### src/timer8_pkg.sv
package timer8_pkg;
  localparam int ADDR_W = 8;
  localparam int DATA_W = 32;
  // register byte addresses
  localparam logic [7:0] ADDR_CTRL_A = 8'hB0;
  localparam logic [7:0] ADDR_CTRL_B = 8'hB4;
  localparam logic [7:0] ADDR_COUNT = 8'hB8;
  localparam logic [7:0] ADDR_CMP_A = 8'hBC;
  localparam logic [7:0] ADDR_CMP_B = 8'hC0;
  localparam logic [7:0] ADDR_FLAGS = 8'hC4;
  // control A fields
  localparam int CA_OUT_A_LSB = 6;
  localparam int CA_OUT_B_LSB = 4;
  localparam int CA_WAVE_LSB = 0;
  // control B fields
  localparam int CB_HIGH_BIT = 3;
  localparam int CB_CLK_LSB = 0;
  // flag bits
  localparam int FL_OVF = 0;
  localparam int FL_CMP_A = 1;
  localparam int FL_CMP_B = 2;
  // reset values and limits
  localparam logic [7:0] RESET_BYTE = 8'h00;
  localparam logic [7:0] COUNT_MAX = 8'hFF;
  localparam logic [7:0] COUNT_BOTTOM = 8'h00;
  localparam logic [7:0] COUNT_STEP = 8'h01;
  localparam logic [2:0] CS_STOPPED = 3'h0;
  // wave mode encodings
  localparam logic [2:0] WM_NORMAL = 3'h0;
  localparam logic [2:0] WM_PHASE_MAX = 3'h1;
  localparam logic [2:0] WM_CTC = 3'h2;
  localparam logic [2:0] WM_FAST_MAX = 3'h3;
  localparam logic [2:0] WM_PHASE_CMPA = 3'h5;
  localparam logic [2:0] WM_FAST_CMPA = 3'h7;
  // output mode encodings
  localparam logic [1:0] OM_OFF = 2'h0;
  localparam logic [1:0] OM_TOGGLE = 2'h1;
  localparam logic [1:0] OM_CLEAR = 2'h2;
  localparam logic [1:0] OM_SET = 2'h3;
  typedef enum logic [1:0] {CLS_NONPWM, CLS_FAST, CLS_PHASE} wave_class_t;
endpackage

### src/timer8_waveform_output_control.sv
// Implementation choice: the APB interface to the registers.
`timescale 1ns/1ps
module timer8_waveform_output_control #(
  parameter int ADDR_W = timer8_pkg::ADDR_W
) (
  input wire logic ref_clk,
  input wire logic rst,
  input wire logic psel,
  input wire logic penable,
  input wire logic pwrite,
  input wire logic [ADDR_W-1:0] paddr,
  input wire logic [31:0] pwdata,
  output logic [31:0] prdata,
  output logic pready,
  output logic pslverr,
  output logic [7:0] countValue,
  output logic chanAWaveOut,
  output logic chanAPinOverride,
  output logic chanBWaveOut,
  output logic chanBPinOverride
);
  typedef struct packed {
    logic [1:0] chanAOutputMode;
    logic [1:0] chanBOutputMode;
    logic [1:0] waveModeLowBits;
    logic waveModeHighBit;
    logic [2:0] clockSelectField;
    logic [7:0] count;
    logic up;
    logic [7:0] cmpABuf;
    logic [7:0] cmpBBuf;
    logic [7:0] cmpAAct;
    logic [7:0] cmpBAct;
    logic blockMatch;
    logic overflowFlag;
    logic cmpAFlag;
    logic cmpBFlag;
    logic [31:0] rdata;
    logic ready;
    logic err;
  } top_state_t;
  top_state_t s_reg;
  top_state_t s_next;

  logic [2:0] waveModeField;
  timer8_pkg::wave_class_t waveClass;
  logic topIsCmpA;
  logic [7:0] topVal;
  logic tick;
  logic atTop;
  logic matchA;
  logic matchB;
  logic bottomEvt;
  logic topEvt;
  logic ovfEvt;
  logic access;
  logic mapped;
  logic wrCtrlA;
  logic wrCtrlB;
  logic wrCount;
  logic wrCmpA;
  logic wrCmpB;
  logic wrFlags;
  logic [31:0] readMux;
  logic [7:0] addr8;

  // mode decode
  always_comb begin
    waveModeField = {s_reg.waveModeHighBit, s_reg.waveModeLowBits};
    unique case (waveModeField)
      timer8_pkg::WM_PHASE_MAX, timer8_pkg::WM_PHASE_CMPA: waveClass = timer8_pkg::CLS_PHASE;
      timer8_pkg::WM_FAST_MAX, timer8_pkg::WM_FAST_CMPA: waveClass = timer8_pkg::CLS_FAST;
      default: waveClass = timer8_pkg::CLS_NONPWM; // reserved codes count as normal
    endcase
    topIsCmpA = (waveModeField == timer8_pkg::WM_CTC) ||
                (waveModeField == timer8_pkg::WM_PHASE_CMPA) ||
                (waveModeField == timer8_pkg::WM_FAST_CMPA);
    topVal = topIsCmpA ? s_reg.cmpAAct : timer8_pkg::COUNT_MAX;
  end

  // timer events
  always_comb begin
    tick = (s_reg.clockSelectField != timer8_pkg::CS_STOPPED);
    atTop = (s_reg.count == topVal);
    matchA = tick && !s_reg.blockMatch && (s_reg.count == s_reg.cmpAAct);
    matchB = tick && !s_reg.blockMatch && (s_reg.count == s_reg.cmpBAct);
    bottomEvt = tick && atTop && (waveClass == timer8_pkg::CLS_FAST);
    topEvt = tick && atTop && s_reg.up && (waveClass == timer8_pkg::CLS_PHASE);
    if (waveClass == timer8_pkg::CLS_PHASE) begin
      ovfEvt = tick && !s_reg.up && (s_reg.count == timer8_pkg::COUNT_BOTTOM);
    end else if (waveModeField == timer8_pkg::WM_FAST_CMPA) begin
      ovfEvt = tick && atTop;
    end else begin
      ovfEvt = tick && (s_reg.count == timer8_pkg::COUNT_MAX);
    end
  end

  // bus decode
  always_comb begin
    addr8 = paddr[7:0];
    access = psel && penable && s_reg.ready;
    mapped = (addr8 == timer8_pkg::ADDR_CTRL_A) || (addr8 == timer8_pkg::ADDR_CTRL_B) ||
             (addr8 == timer8_pkg::ADDR_COUNT) || (addr8 == timer8_pkg::ADDR_CMP_A) ||
             (addr8 == timer8_pkg::ADDR_CMP_B) || (addr8 == timer8_pkg::ADDR_FLAGS);
    wrCtrlA = access && pwrite && (addr8 == timer8_pkg::ADDR_CTRL_A);
    wrCtrlB = access && pwrite && (addr8 == timer8_pkg::ADDR_CTRL_B);
    wrCount = access && pwrite && (addr8 == timer8_pkg::ADDR_COUNT);
    wrCmpA = access && pwrite && (addr8 == timer8_pkg::ADDR_CMP_A);
    wrCmpB = access && pwrite && (addr8 == timer8_pkg::ADDR_CMP_B);
    wrFlags = access && pwrite && (addr8 == timer8_pkg::ADDR_FLAGS);
    readMux = '0;
    unique case (addr8)
      timer8_pkg::ADDR_CTRL_A: begin
        readMux[timer8_pkg::CA_OUT_A_LSB +: 2] = s_reg.chanAOutputMode;
        readMux[timer8_pkg::CA_OUT_B_LSB +: 2] = s_reg.chanBOutputMode;
        readMux[timer8_pkg::CA_WAVE_LSB +: 2] = s_reg.waveModeLowBits; // bits 3:2 zero
      end
      timer8_pkg::ADDR_CTRL_B: begin
        readMux[timer8_pkg::CB_HIGH_BIT] = s_reg.waveModeHighBit;
        readMux[timer8_pkg::CB_CLK_LSB +: 3] = s_reg.clockSelectField;
      end
      timer8_pkg::ADDR_COUNT: readMux[7:0] = s_reg.count;
      timer8_pkg::ADDR_CMP_A: readMux[7:0] = s_reg.cmpABuf;
      timer8_pkg::ADDR_CMP_B: readMux[7:0] = s_reg.cmpBBuf;
      timer8_pkg::ADDR_FLAGS: begin
        readMux[timer8_pkg::FL_OVF] = s_reg.overflowFlag;
        readMux[timer8_pkg::FL_CMP_A] = s_reg.cmpAFlag;
        readMux[timer8_pkg::FL_CMP_B] = s_reg.cmpBFlag;
      end
      default: readMux = '0;
    endcase
  end

  // next state
  always_comb begin
    s_next = s_reg;
    // one wait state, then answer for one cycle
    s_next.ready = psel && penable && !s_reg.ready;
    s_next.err = psel && penable && !s_reg.ready && !mapped;
    s_next.rdata = (psel && penable && !s_reg.ready && !pwrite) ? readMux : '0;
    // counting sequence
    if (tick) begin
      if (waveClass == timer8_pkg::CLS_PHASE) begin
        if (s_reg.up && atTop) begin
          s_next.up = 1'b0;
          s_next.count = s_reg.count - timer8_pkg::COUNT_STEP;
        end else if (!s_reg.up && s_reg.count == timer8_pkg::COUNT_BOTTOM) begin
          s_next.up = 1'b1;
          s_next.count = s_reg.count + timer8_pkg::COUNT_STEP;
        end else if (s_reg.up) begin
          s_next.count = s_reg.count + timer8_pkg::COUNT_STEP;
        end else begin
          s_next.count = s_reg.count - timer8_pkg::COUNT_STEP;
        end
      end else begin
        s_next.up = 1'b1;
        s_next.count = atTop ? timer8_pkg::COUNT_BOTTOM :
                       s_reg.count + timer8_pkg::COUNT_STEP;
      end
      s_next.blockMatch = 1'b0;
    end
    // compare value update points
    if (waveClass == timer8_pkg::CLS_NONPWM) begin
      s_next.cmpAAct = s_reg.cmpABuf;
      s_next.cmpBAct = s_reg.cmpBBuf;
    end else if (bottomEvt || topEvt) begin
      s_next.cmpAAct = s_reg.cmpABuf;
      s_next.cmpBAct = s_reg.cmpBBuf;
    end
    // register writes
    if (wrCtrlA) begin
      s_next.chanAOutputMode = pwdata[timer8_pkg::CA_OUT_A_LSB +: 2];
      s_next.chanBOutputMode = pwdata[timer8_pkg::CA_OUT_B_LSB +: 2];
      s_next.waveModeLowBits = pwdata[timer8_pkg::CA_WAVE_LSB +: 2];
    end
    if (wrCtrlB) begin
      s_next.waveModeHighBit = pwdata[timer8_pkg::CB_HIGH_BIT];
      s_next.clockSelectField = pwdata[timer8_pkg::CB_CLK_LSB +: 3];
    end
    if (wrCount) begin
      s_next.count = pwdata[7:0];
      s_next.blockMatch = 1'b1;
    end
    if (wrCmpA) begin
      s_next.cmpABuf = pwdata[7:0];
      if (waveClass == timer8_pkg::CLS_NONPWM) begin
        s_next.cmpAAct = pwdata[7:0];
      end
    end
    if (wrCmpB) begin
      s_next.cmpBBuf = pwdata[7:0];
      if (waveClass == timer8_pkg::CLS_NONPWM) begin
        s_next.cmpBAct = pwdata[7:0];
      end
    end
    // sticky flags, write one clears, a new event wins
    s_next.overflowFlag = ovfEvt ||
                          (s_reg.overflowFlag && !(wrFlags && pwdata[timer8_pkg::FL_OVF]));
    s_next.cmpAFlag = matchA || (s_reg.cmpAFlag && !(wrFlags && pwdata[timer8_pkg::FL_CMP_A]));
    s_next.cmpBFlag = matchB || (s_reg.cmpBFlag && !(wrFlags && pwdata[timer8_pkg::FL_CMP_B]));
  end

  // state register
  always_ff @(posedge ref_clk or posedge rst) begin
    if (rst) begin
      s_reg <= '0;
      s_reg.count <= timer8_pkg::RESET_BYTE;
      s_reg.up <= 1'b1;
    end else begin
      s_reg <= s_next;
    end
  end

  // channel output units
  wave_channel_unit #(.IS_CHAN_B(1'b0)) chanAUnit (
    .ref_clk(ref_clk),
    .rst(rst),
    .outMode(s_reg.chanAOutputMode),
    .highModeBit(s_reg.waveModeHighBit),
    .waveClass(waveClass),
    .match(matchA),
    .bottomEvt(bottomEvt),
    .topEvt(topEvt),
    .upCounting(s_reg.up),
    .compareIsTop(s_reg.cmpAAct == topVal),
    .waveOut(chanAWaveOut),
    .pinOverride(chanAPinOverride)
  );
  wave_channel_unit #(.IS_CHAN_B(1'b1)) chanBUnit (
    .ref_clk(ref_clk),
    .rst(rst),
    .outMode(s_reg.chanBOutputMode),
    .highModeBit(s_reg.waveModeHighBit),
    .waveClass(waveClass),
    .match(matchB),
    .bottomEvt(bottomEvt),
    .topEvt(topEvt),
    .upCounting(s_reg.up),
    .compareIsTop(s_reg.cmpBAct == topVal),
    .waveOut(chanBWaveOut),
    .pinOverride(chanBPinOverride)
  );

  assign prdata = s_reg.rdata;
  assign pready = s_reg.ready;
  assign pslverr = s_reg.err;
  assign countValue = s_reg.count;
endmodule

### src/wave_channel_unit.sv
`timescale 1ns/1ps
module wave_channel_unit #(
  parameter bit IS_CHAN_B = 1'b0
) (
  input wire logic ref_clk,
  input wire logic rst,
  input wire logic [1:0] outMode,
  input wire logic highModeBit,
  input wire timer8_pkg::wave_class_t waveClass,
  input wire logic match,
  input wire logic bottomEvt,
  input wire logic topEvt,
  input wire logic upCounting,
  input wire logic compareIsTop,
  output logic waveOut,
  output logic pinOverride
);
  typedef struct packed {
    logic level;
    logic drive;
  } chan_state_t;
  chan_state_t s_reg;
  chan_state_t s_next;
  logic toggleOk;

  // pin override and output action per wave class
  always_comb begin
    s_next = s_reg;
    toggleOk = (outMode == timer8_pkg::OM_TOGGLE) &&
               ((waveClass == timer8_pkg::CLS_NONPWM) || (!IS_CHAN_B && highModeBit));
    s_next.drive = (outMode != timer8_pkg::OM_OFF) &&
                   !((waveClass != timer8_pkg::CLS_NONPWM) &&
                     (outMode == timer8_pkg::OM_TOGGLE) && (IS_CHAN_B || !highModeBit));
    unique case (waveClass)
      timer8_pkg::CLS_NONPWM: begin
        if (match) begin
          unique case (outMode)
            timer8_pkg::OM_OFF: s_next.level = s_reg.level;
            timer8_pkg::OM_TOGGLE: s_next.level = !s_reg.level;
            timer8_pkg::OM_CLEAR: s_next.level = 1'b0;
            timer8_pkg::OM_SET: s_next.level = 1'b1;
          endcase
        end
      end
      timer8_pkg::CLS_FAST: begin
        if (match && toggleOk) begin
          s_next.level = !s_reg.level;
        end else if (outMode[1]) begin
          if (match && !compareIsTop) begin
            s_next.level = outMode[0];
          end else if (bottomEvt) begin
            s_next.level = !outMode[0];
          end
        end
      end
      timer8_pkg::CLS_PHASE: begin
        if (match && toggleOk) begin
          s_next.level = !s_reg.level;
        end else if (outMode[1]) begin
          if (match && !compareIsTop) begin
            s_next.level = upCounting ? outMode[0] : !outMode[0];
          end else if (topEvt && compareIsTop) begin
            s_next.level = !outMode[0];
          end
        end
      end
      default: s_next = s_reg;
    endcase
  end

  // state register
  always_ff @(posedge ref_clk or posedge rst) begin
    if (rst) begin
      s_reg <= '0;
    end else begin
      s_reg <= s_next;
    end
  end

  assign waveOut = s_reg.level;
  assign pinOverride = s_reg.drive;
endmodule

### config.mk
export PLATFORM = sky130hd
export DESIGN_NAME = timer8_waveform_output_control
export DESIGN_NICKNAME = d
export VERILOG_FILES = /design/src/timer8_pkg.sv /design/src/timer8_waveform_output_control.sv /design/src/wave_channel_unit.sv
export SDC_FILE = /design/constraint.sdc
export NUM_CORES = 1
export LEC_CHECK = 0
export BUFFER_PORTS_ARGS = -buffer_cell sky130_fd_sc_hd__buf_2
export CAP_MARGIN = 15
export CORE_MARGIN = 3
export CORE_UTILIZATION = 46
export DETAILED_ROUTE_END_ITERATION = 12
export PLACE_DENSITY = 0.68
export SETUP_SLACK_MARGIN = 0.1
export SLEW_MARGIN = 20
export SYNTH_ARGS = -nofsm -noshare
export SYNTH_HDL_FRONTEND = slang
export SYNTH_SLANG_ARGS = --single-unit
### constraint.sdc
create_clock -name ref_clk -period 3.3 [get_ports ref_clk]
set_clock_uncertainty 0.1 [all_clocks]
set_input_delay 0.495 -clock ref_clk [delete_from_list [all_inputs] [get_ports ref_clk]]
set_output_delay 0.495 -clock ref_clk [all_outputs]
set_load 0.02 [all_outputs]
==> out/qor.json, run 1 <==
{
  "power": {
    "switching_power_uw": 516.9,
    "part_of_the_total_power_dissipated_in_sequential_elements": 0.478,
    "p_comb_frac": 0.116,
    "leakagePower_nw": 2.416,
    "clock_power_share": 0.406,
    "switching_share": 0.2763,
    "power_density_relative_to_cell_area_mw_per_mm2": 366.8,
    "max-vdd-ir-drop_mv": 0.2590,
    "power.internal_mw": 1.354
  },
  "synth": {
    "postSynth.topFlopCell": "sky130_fd_sc_hd__dfrtp_1",
    "ys_seq_elements": 69,
    "yosys.area_share.xor_xnor": 0.03939,
    "post_synth_most_frequent_cells": "sky130_fd_sc_hd__dfrtp_1 (68), sky130_fd_sc_hd__nand2_1 (43), sky130_fd_sc_hd__buf_4 (41)",
    "post_synthesis_mux_area_share": 0.1300,
    "synthesis.area_mm2": 0.004669,
    "synth_edf_count": 0,
    "synth_adder_area_share": 0.01876,
    "synth_compound_area_frac": 0.1594,
    "synth_top_family_by_area": "simple AND/OR/NAND/NOR gates",
    "netlist_instances": 513,
    "synth.area.top_cells": "sky130_fd_sc_hd__dfrtp_1 (36%), sky130_fd_sc_hd__buf_4 (6.6%), sky130_fd_sc_hd__mux2_2 (6.5%)",
    "post_synth_top_area_cell": "sky130_fd_sc_hd__dfrtp_1",
    "ys.warnings.count": 0,
    "netlist_cell_types": 64,
    "yosys.area.top_type_share": 0.3644,
    "syn-mean-instance-area_um2": 9.102,
    "ys_seq_area_frac": 0.3700,
    "yosys.cell_count.top_type": "sky130_fd_sc_hd__dfrtp_1",
    "synth-async-reset-ratio": 1.000,
    "synth_simple_gate_area_frac": 0.1653
  },
  "routing": {
    "drt_first_iter_violations": 308,
    "detail-route-antenna-nets": 0,
    "viasPerCell": 5.818,
    "detail_route.wl_per_cell_um": 18.46,
    "dr.pass1.iters": 5,
    "met3_wirelength_um": 786,
    "route.top_layer_used": "met4",
    "m1WireLength_mm": 5.492,
    "drt-total-wl_mm": 12.46,
    "met2WireLength_mm": 5.917,
    "route.vias.total": 3927,
    "route.detailed.drc": 0
  },
  "worst_setup_path": {
    "critical-path-max-stage-delay_ns": 0.61,
    "timing.critical_path.cells": "or3b_4 > and2_4 > o41ai_2 > a31oi_1 > or4_4 > o211a_1 > a211oi_2 > mux2_1",
    "startpoint_type": "register",
    "timing.reg2reg.worst_path_depth": 8,
    "cpMaxStageDelayCell": "sky130_fd_sc_hd__or4_4",
    "criticalPathCategory": "register to register",
    "timing.critical_path.fanout_max": 11,
    "critical_path.endpoint_type": "register",
    "crit_arrival_ns": 3.22,
    "timing.critical_path.required_ns": 3.43
  },
  "die": {
    "floorplan.initialDensity": 0.4755,
    "floorplan.io_pins": 91,
    "floorplan.rows": 36,
    "die_area_mm2": 0.01140,
    "die_h_um": 106.8,
    "die_width_um": 106.8,
    "core_mm2": 0.009819
  },
  "sta": {
    "final-hold-violation-count": 0,
    "timing_worst_slew_pin_value_ns": 0.7122,
    "layout_setup_ws_ns": 0.2156,
    "setup_viol": 0,
    "final.min_clock_period_ns": 3.084,
    "rsz0062_at_grt": "yes",
    "max_slew_violation_total_from_the_final_report": 0,
    "max_freq_ghz": 0.3242,
    "setup_total_negative_slack_ns": 0,
    "worst_slew_margin_rel": 0.5202,
    "min_period_over_period": 0.9347
  },
  "clock_network": {
    "cts_post_setup_buffers_inserted": 0,
    "cts_hold_repair.buffers": 0,
    "clk-insertion-delay-late_ns": 0.35,
    "cts.root.buffer_cell": "sky130_fd_sc_hd__clkbuf_8",
    "max-clock-path-buffers": 2,
    "clk_pin_slew_worst_paths_ns": 0.08,
    "clock_tree.htree_level_count": 3,
    "cts_buffers": 9,
    "cts_tree": "built",
    "clock-sinks": 69
  },
  "layout": {
    "final_nets": 590,
    "post-route-cell-area_mm2": 0.005101,
    "finish.utilization": 0.5195,
    "fin_cells": 675,
    "num_antenna_cells": 0,
    "largest_reg_flops": 47,
    "fraction_of_layout_instances_using_a_drive_strength_above_1": 0.2306,
    "area_growth_pct": 9.244,
    "final_layout_fill_cell_count": 935
  },
  "global_route": {
    "overflow": 0,
    "via_count_of_the_first_global_routing_pass": 3741,
    "grt_max_degree": 42,
    "grt_antenna_before_repair": 0,
    "grt_usage": 0.2208,
    "grt_first_pass_wirelength_mm": 19.66
  },
  "placed_design": {
    "hpwl_dp_mm": 9.195,
    "detailedPlace.worstSlack_ns": 0.1745,
    "post-place-cells": 660,
    "place_congestion": 0.8981,
    "port-buffer-count": 42,
    "placed_cell_area_mm2": 0.004883
  },
  "job": {
    "max_capacitance_violation_count": 0
  },
  "status": {
    "run_status": "complete, no violations"
  },
  "min_path": {
    "holdCritPathClass": "input port to asynchronous set/reset pin"
  }
}
[cell usage in the layout (no fill, tap or decap), drive strengths merged, types with 3 or more instances in the layout]
cell	instances
or3	7
nand2b	5
inv	21
a21oi	22
nand3	15
clkinv	3
a211oi	3
ha	7
a22oi	10
buf	67
a22o	3
nand4	12
o22ai	3
and2	3
mux2i	28
dfrtp	68
a211o	4
o41ai	3
clkbuf	9
nor2	22
nand2	43
and3	4
a221o	3
nor2b	6
or2	3
xor2	20
nor4	11
nor3	9
conb	24
o211ai	5
o21ai	41
mux2	29
[what timing repair did]
item / 4_1_cts / 5_1_grt
hold endpoints to repair: 0 / 0
endpoints found under the setup margin: 0 / 4
resized for setup: 0 / 2
[power groups by stage]
stage	logic (mW)	registers [mW]	clock network, mW
floorplan	0.186	0.889	0
CTS	0.217	0.892	0.769
global route	0.236	0.896	0.799
detailed placement	0.216	0.909	0
global placement	0.210	0.908	0
finish	0.217	0.894	0.760
[critical path: cells and delay by family, from the launching register on]
kind | cells | cell delay, ns
compound gates | 4 | 0.81
simple gates | 3 | 1.28
flops | 1 | 0.44
mux | 1 | 0.34
[per-stage QoR]
stage	hold slack [ns]	power, mW
finish	0.1289	1.871
global route	0.1756	1.931
CTS	0.1444	1.878
detailed placement	0.3743	1.125
global placement	0.3607	1.118
floorplan	0.3505	1.075
[worst paths after layout]
check / slack (ns) / start / to
setup / recovery: 0.22 / s_reg[82] / chanBUnit.waveOut
max in group asynchronous: 2.32 / rst / s_reg[46]
min in group ref_clk: 0.32 / penable / pready
hold / removal: 0.13 / rst / s_reg[85]
setup reg to reg: 0.22 / s_reg[82] / chanBUnit.waveOut
hold reg to reg: 0.40 / s_reg[37] / s_reg[37]
[routing by layer]
metal  GRT usage  up-vias
met4     0.06941        0
met2      0.3584      168
li1            -     1821
met5           0        -
met1      0.3010     1923
met3     0.03913       15
[cell type report]
type                            instances  area (um^2)  area share
Clock buffer                            9        123.9     0.02428
Clock inverter                          6        87.58     0.01717
Inverter                               20        75.07     0.01472
Multi-Input combinational cell        371         2497      0.4896
Sequential cell                        69         1728      0.3387
Tap cell                              133        166.4     0.03262
Timing Repair Buffer                   67        422.9     0.08290
[cell families (layout without fill, tap and decap cells)]
group	count (synthesis)	in the layout
simple gates	149	149
buf+inv	96	102
xor+xnor	21	21
mux	57	57
compound gates	113	113
other cells	1	24
flops	69	69
fa+ha+maj	7	7
Power figures use the tool's default switching activity.
==> run 2: changes to the inputs <==
--- a/config.mk
+++ b/config.mk
@@ -15,4 +15,5 @@
 export SLEW_MARGIN = 20
 export SYNTH_ARGS = -nofsm -noshare
 export SYNTH_HDL_FRONTEND = slang
+export SYNTH_HIERARCHICAL = 1
 export SYNTH_SLANG_ARGS = --single-unit
==> out/qor.json, run 2 <==
{
  "die": {
    "floorplan.io_pins": 91,
    "floorplan.initialDensity": 0.4854,
    "die_width_um": 108.7,
    "floorplan.rows": 36,
    "core_mm2": 0.01000,
    "die_area_mm2": 0.01182,
    "die_h_um": 108.7
  },
  "synth": {
    "yosys.area.top_type_share": 0.3506,
    "yosys.cell_count.top_type": "sky130_fd_sc_hd__dfrtp_1",
    "synth.area.top_cells": "sky130_fd_sc_hd__dfrtp_1 (35%), sky130_fd_sc_hd__buf_4 (6.5%), sky130_fd_sc_hd__mux2_2 (6.3%)",
    "synth-async-reset-ratio": 1.000,
    "post_synth_top_area_cell": "sky130_fd_sc_hd__dfrtp_1",
    "syn-mean-instance-area_um2": 9.106,
    "ys.warnings.count": 6,
    "synthesis.area_mm2": 0.004853,
    "post_synth_most_frequent_cells": "sky130_fd_sc_hd__dfrtp_1 (68), sky130_fd_sc_hd__buf_4 (42), sky130_fd_sc_hd__nand2_1 (38), sky130_fd_sc_hd__o21ai_0 (38), sky130_fd_sc_hd__nor2_1 (36)",
    "netlist_instances": 533,
    "ys_seq_elements": 69,
    "synth_edf_count": 0,
    "postSynth.topFlopCell": "sky130_fd_sc_hd__dfrtp_1",
    "netlist_cell_types": 69,
    "ys_seq_area_frac": 0.3560
  },
  "worst_setup_path": {
    "critical_path.endpoint_type": "register",
    "timing.critical_path.fanout_max": 9,
    "critPathBufInv": 2,
    "timing.critical_path.cells": "buf_4 > nand2_2 > buf_6 > a22o_1 > a32oi_1 > nor4_2 > nand3_1 > nor2_2 > and3_4 > mux2i_1 > a221oi_2 > o21ai_1 > o31ai_2",
    "cpMaxStageDelayCell": "sky130_fd_sc_hd__nor4_2",
    "timing.critical_path.required_ns": 3.47,
    "critical-path-max-stage-delay_ns": 0.43,
    "criticalPathCategory": "register to register",
    "crit_arrival_ns": 3.19,
    "cpLargestDelayFamily": "simple AND/OR/NAND/NOR gates",
    "startpoint_type": "register"
  },
  "layout": {
    "largest_reg_flops": 47,
    "area_growth_pct": 9.332,
    "fraction_of_layout_instances_using_a_drive_strength_above_1": 0.2465,
    "leading_cell_type_in_the_layout_fill_and_taps_excluded": "sky130_fd_sc_hd__dfrtp_1",
    "num_antenna_cells": 0,
    "final_nets": 624,
    "layout_common_cells": "sky130_fd_sc_hd__dfrtp_1 (68), sky130_fd_sc_hd__buf_2 (42), sky130_fd_sc_hd__nand2_1 (37), sky130_fd_sc_hd__o21ai_0 (36), sky130_fd_sc_hd__nor2_1 (35)"
  },
  "sta": {
    "rsz0062_at_grt": "no",
    "timing_worst_slew_pin_value_ns": 0.8595,
    "min_period_over_period": 0.9177,
    "worst_slew_margin_rel": 0.4270,
    "setup_viol": 0,
    "hold_slack_ns": 0.2923,
    "max_slew_violation_total_from_the_final_report": 0,
    "final.min_clock_period_ns": 3.028,
    "setup_total_negative_slack_ns": 0,
    "max_freq_ghz": 0.3302,
    "final-hold-violation-count": 0
  },
  "min_path": {
    "holdCritPathClass": "input port to register"
  },
  "clock_network": {
    "clock-sinks": 69,
    "cts_buffers": 9,
    "max-clock-path-buffers": 2,
    "clock_tree.htree_level_count": 3,
    "clk_pin_slew_worst_paths_ns": 0.07,
    "cts.root.buffer_cell": "sky130_fd_sc_hd__clkbuf_8",
    "cts_tree": "built",
    "clk-insertion-delay-late_ns": 0.36
  },
  "power": {
    "totalPowerFinal_mw": 1.897,
    "max-vdd-ir-drop_mv": 0.2827,
    "leakagePower_nw": 2.401,
    "power_density_relative_to_cell_area_mw_per_mm2": 357.6
  },
  "routing": {
    "detail-route-antenna-nets": 0,
    "drt_first_iter_violations": 311,
    "dr.pass1.iters": 5,
    "drt-total-wl_mm": 13.02,
    "route.vias.total": 4092,
    "detail_route.wl_per_cell_um": 18.47,
    "viasPerCell": 5.804,
    "route.detailed.drc": 0
  },
  "global_route": {
    "overflow": 0,
    "via_count_of_the_first_global_routing_pass": 3874,
    "grt_first_pass_wirelength_mm": 20.56,
    "grt_usage": 0.2280,
    "grt_max_degree": 66,
    "grt_antenna_before_repair": 0
  },
  "placed_design": {
    "hpwl_dp_mm": 9.377,
    "port-buffer-count": 42,
    "place_congestion": 0.9243
  },
  "status": {
    "run_status": "complete, no violations"
  },
  "job": {
    "max_capacitance_violation_count": 0
  }
}
[run 2: cell types whose count changed after synthesis, sizes merged, moves of 6 or more]
cell and delta:
clkbuf -6, xor2 -14, nand3 -8, nand4 -6, xnor2 +16, nor3 +8, o22ai +6, nor2 +14
[run 2: what timing repair did]
| item | in CTS | in global routing |
|---|---|---|
| buffers inserted | 0 | 1 |
| hold buffers | 1 | 0 |
| setup endpoints to repair | 0 | 2 |
| resized for setup | 0 | 9 |
| endpoints found under the hold margin | 4 | 0 |
[run 2: cell families (layout without fill, tap and decap cells)]
group / count (synthesis) / in the layout / share of synthesized area
DFF: 69 / 69 / 0.3560
buffers and inverters: 89 / 105 / 0.1088
other: 1 / 24 / 0.0007727
xor gates and xnor gates: 23 / 23 / 0.04150
AOI/OAI and AO/OA: 127 / 127 / 0.1707
adders and majority gates: 11 / 11 / 0.02836
and+or+nand+nor: 156 / 156 / 0.1694
muxes: 57 / 57 / 0.1245
[run 2: final timing paths]
kind / depth (start not counted) / endpoint / slack [ns] / start
max: 13 / chanAUnit/waveOut / 0.27 / s_reg[83]
min: 3 / pready / 0.29 / penable
max reg2reg: 13 / chanAUnit/waveOut / 0.27 / s_reg[83]
min reg2reg: 2 / chanBUnit/pinOverride / 0.39 / chanBUnit/pinOverride
max in group asynchronous: 4 / prdata[4] / 1.68 / rst
min in group asynchronous: 3 / chanAUnit/waveOut / 0.45 / rst
[run 2: worst reg2reg max path: stages, from the launching register on]
cell                       delay (ns)
sky130_fd_sc_hd__dfrtp_1         0.39
sky130_fd_sc_hd__buf_4           0.18
sky130_fd_sc_hd__nand2_2         0.10
sky130_fd_sc_hd__buf_6           0.14
sky130_fd_sc_hd__a22o_1          0.13
sky130_fd_sc_hd__a32oi_1         0.12
sky130_fd_sc_hd__nor4_2          0.43
sky130_fd_sc_hd__nand3_1         0.25
sky130_fd_sc_hd__nor2_2          0.20
sky130_fd_sc_hd__and3_4          0.21
sky130_fd_sc_hd__mux2i_1         0.08
sky130_fd_sc_hd__a221oi_2        0.25
sky130_fd_sc_hd__o21ai_1         0.13
sky130_fd_sc_hd__o31ai_2         0.24
[run 2: per-stage QoR]
step | cell area, um^2 | std cells | util | setup slack (ns)
6_report | 5306 | 705 | 0.5307 | 0.2715
5_1_grt | 5306 | 705 | 0.5307 | 0.08303
4_1_cts | 5271 | 704 | 0.5272 | 0.1445
3_5_place_dp | 5076 | 688 | 0.5076 | 0.1869
3_3_place_gp | 5076 | 688 | 0.5076 | 0.2337
2_1_floorplan | 4940 | 556 | - | 0.4163
[run 2: power by group]
part	internal [mW]	switching, mW
combinational	0.114	0.219
clock	0.329	0.337
sequential	0.870	0.0284
[run 2: final cells by class]
cell class | instances | area, um^2
fill | 935 | 4693
sequential | 69 | 1728
inverter | 17 | 63.81
tap | 133 | 166.4
clock inverter | 3 | 20.02
timing repair buffer | 73 | 449.2
clock buffer | 12 | 165.2
multi-input combinational | 398 | 2714
[run 2: per-layer routing]
layer,GRT usage,vias up,routed length (um)
met5,0,-,0
met4,0.07665,0,314
met3,0.04440,28,783
met2,0.3658,187,6144
met1,0.3097,1977,5781
li1,-,1900,-
==> run 3: changes to the inputs <==
--- a/config.mk
+++ b/config.mk
@@ -8,9 +8,10 @@
 export BUFFER_PORTS_ARGS = -buffer_cell sky130_fd_sc_hd__buf_2
 export CAP_MARGIN = 15
 export CORE_MARGIN = 3
-export CORE_UTILIZATION = 46
+export CORE_UTILIZATION = 51
 export DETAILED_ROUTE_END_ITERATION = 12
-export PLACE_DENSITY = 0.68
+export GPL_TIMING_DRIVEN = 0
+export PLACE_DENSITY = 0.74
 export SETUP_SLACK_MARGIN = 0.1
 export SLEW_MARGIN = 20
 export SYNTH_ARGS = -nofsm -noshare
==> out/qor.json, run 3 (synthesized netlist as in run 2, its figures left out) <==
{
  "die": {
    "core_mm2": 0.008976,
    "floorplan.rows": 34,
    "die_width_um": 103.6,
    "floorplan.io_pins": 91,
    "die_h_um": 103.6,
    "floorplan.initialDensity": 0.5407,
    "die_area_mm2": 0.01072
  },
  "layout": {
    "final_layout_fill_cell_count": 775,
    "area_growth_pct": 15.62,
    "leading_cell_type_in_the_layout_fill_and_taps_excluded": "sky130_fd_sc_hd__dfrtp_1",
    "post-route-cell-area_mm2": 0.005612,
    "num_antenna_cells": 0,
    "layout_common_cells": "sky130_fd_sc_hd__dfrtp_1 (67), sky130_fd_sc_hd__buf_4 (46), sky130_fd_sc_hd__buf_2 (45), sky130_fd_sc_hd__nand2_1 (38)",
    "final_nets": 668,
    "largest_reg_flops": 47,
    "fraction_of_layout_instances_using_a_drive_strength_above_1": 0.2723
  },
  "sta": {
    "min_period_over_period": 0.9307,
    "max_freq_ghz": 0.3256,
    "setup_viol": 0,
    "max_slew_violation_total_from_the_final_report": 0,
    "final.min_clock_period_ns": 3.071,
    "final-hold-violation-count": 0,
    "setup_total_negative_slack_ns": 0,
    "rsz0062_at_grt": "yes",
    "layout_setup_ws_ns": 0.2287,
    "worst_slew_margin_rel": 0.2136,
    "timing_worst_slew_pin_value_ns": 1.169,
    "hold_slack_ns": 0.3433
  },
  "global_route": {
    "grt_max_degree": 58,
    "grt_antenna_before_repair": 0,
    "overflow": 0,
    "grt_first_pass_wirelength_mm": 21.23,
    "grt_usage": 0.2454,
    "via_count_of_the_first_global_routing_pass": 4076
  },
  "worst_setup_path": {
    "startpoint_type": "register",
    "critical_path.endpoint_type": "register",
    "crit_arrival_ns": 3.15,
    "timing.critical_path.cells": "buf_6 > or3b_1 > buf_6 > nand2_8 > a21oi_1 > nor4_2 > nand3_2 > buf_4 > o21ai_0 > o21ai_0",
    "cpMaxStageDelayCell": "sky130_fd_sc_hd__o21ai_0",
    "critPathBufInv": 3,
    "critical_path_source": "s_reg[83]",
    "timing.critical_path.required_ns": 3.37,
    "critical-path-max-stage-delay_ns": 0.60,
    "timing.reg2reg.worst_path_depth": 10,
    "regToRegStartpoint": "s_reg[83]",
    "criticalPathCategory": "register to register",
    "timing.critical_path.fanout_max": 10,
    "worstReg2RegEnd": "countValue[1]",
    "ff2ff_setup_slack_ns": 0.23,
    "cpLargestDelayFamily": "simple AND/OR/NAND/NOR gates"
  },
  "routing": {
    "dr.pass1.iters": 5,
    "drt-total-wl_mm": 13.34,
    "route.vias.total": 4300,
    "drt_first_iter_violations": 329,
    "detail_route.wl_per_cell_um": 17.96,
    "viasPerCell": 5.787,
    "route.detailed.drc": 0,
    "detail-route-antenna-nets": 0
  },
  "placed_design": {
    "placed_cell_area_mm2": 0.005328,
    "detailedPlace.worstSlack_ns": -0.1332,
    "hpwl_dp_mm": 9.741,
    "place_congestion": 0.9440,
    "port-buffer-count": 40
  },
  "clock_network": {
    "clk-insertion-delay-late_ns": 0.34,
    "max-clock-path-buffers": 2,
    "cts.root.buffer_cell": "sky130_fd_sc_hd__clkbuf_8",
    "clk_pin_slew_worst_paths_ns": 0.08,
    "clock_tree.htree_level_count": 3,
    "cts_tree": "built",
    "clock-sinks": 69,
    "cts_buffers": 9
  },
  "min_path": {
    "origin_of_the_worst_min_delay_path": "penable",
    "worstHoldEndpoint": "pready",
    "hold-path-cell-count": 3,
    "holdCritPathClass": "input port to register"
  },
  "job": {
    "max_capacitance_violation_count": 0
  },
  "power": {
    "power_density_relative_to_cell_area_mw_per_mm2": 340.3,
    "leakagePower_nw": 2.582,
    "max-vdd-ir-drop_mv": 0.1813
  },
  "status": {
    "run_status": "complete, no violations"
  }
}
run 3: cell types whose count changed in the layout (fill, tap and decap cells not counted), sizes merged:
cell      previous run  this run
buf                 72       100
clkbuf              12        27
clkinv               1         3
clkinvlp             2         1
inv                 17        18
run 3: worst min-delay path, stage by stage:
cell and delay, ns:
sky130_fd_sc_hd__buf_2 0.10, sky130_fd_sc_hd__nand2_1 0.08, sky130_fd_sc_hd__nor2_1 0.06
run 3: layout make-up:
| class | instances | area, um^2 | share of cell area |
|---|---|---|---|
| Clock buffer | 11 | 141.4 | 0.02520 |
| Clock inverter | 5 | 35.03 | 0.006243 |
| Sequential cell | 69 | 1729 | 0.3081 |
| Multi-Input combinational cell | 398 | 2754 | 0.4907 |
| Tap cell | 126 | 157.7 | 0.02809 |
| Timing Repair Buffer | 45 | 260.3 | 0.04638 |
| Buffer | 72 | 467.9 | 0.08339 |
| Inverter | 17 | 66.31 | 0.01182 |
run 3: timing repair:
action                                 CTS  global route
pin swaps                                3             6
gates cloned                             0             0
hold buffers                             1             0
buffers inserted                         1             2
endpoints found under the hold margin   12             0
setup endpoints to repair                2             2
gates resized for setup                  6            15
run 3: how the worst max path moves through the flow:
stage                                   end  depth (start not counted)  slack [ns]
final                         countValue[1]                         10        0.23
after floorplan           chanBUnit/waveOut                         14        0.42
after detailed placement  chanBUnit/waveOut                         14       -0.13
after global routing      chanBUnit/waveOut                         15        0.08
after global placement    chanBUnit/waveOut                         13       -0.07
after CTS                 chanBUnit/waveOut                         14        0.11
run 3: routing by layer:
layer / share of wire / track usage / vias up
met3: 0.078 / 0.03420 / 25
met2: 0.47 / 0.3995 / 207
met1: 0.43 / 0.3363 / 2081
li1: - / - / 1987
met4: 0.021 / 0.08832 / 0
met5: 0 / 0 / -
run 3: per-stage QoR:
stage	std cells	util	total power, mW
after floorplan	556	-	1.171
after global placement	722	0.5902	1.265
after detailed placement	723	0.5935	1.278
after global routing	743	0.6252	1.980
final	743	0.6252	1.910
after CTS	741	0.6175	1.905
run 3: where the power goes:
part	switching (mW)	internal, mW
combinational	0.226	0.143
sequential	0.0347	0.870
clock	0.341	0.295
total	0.602	1.31
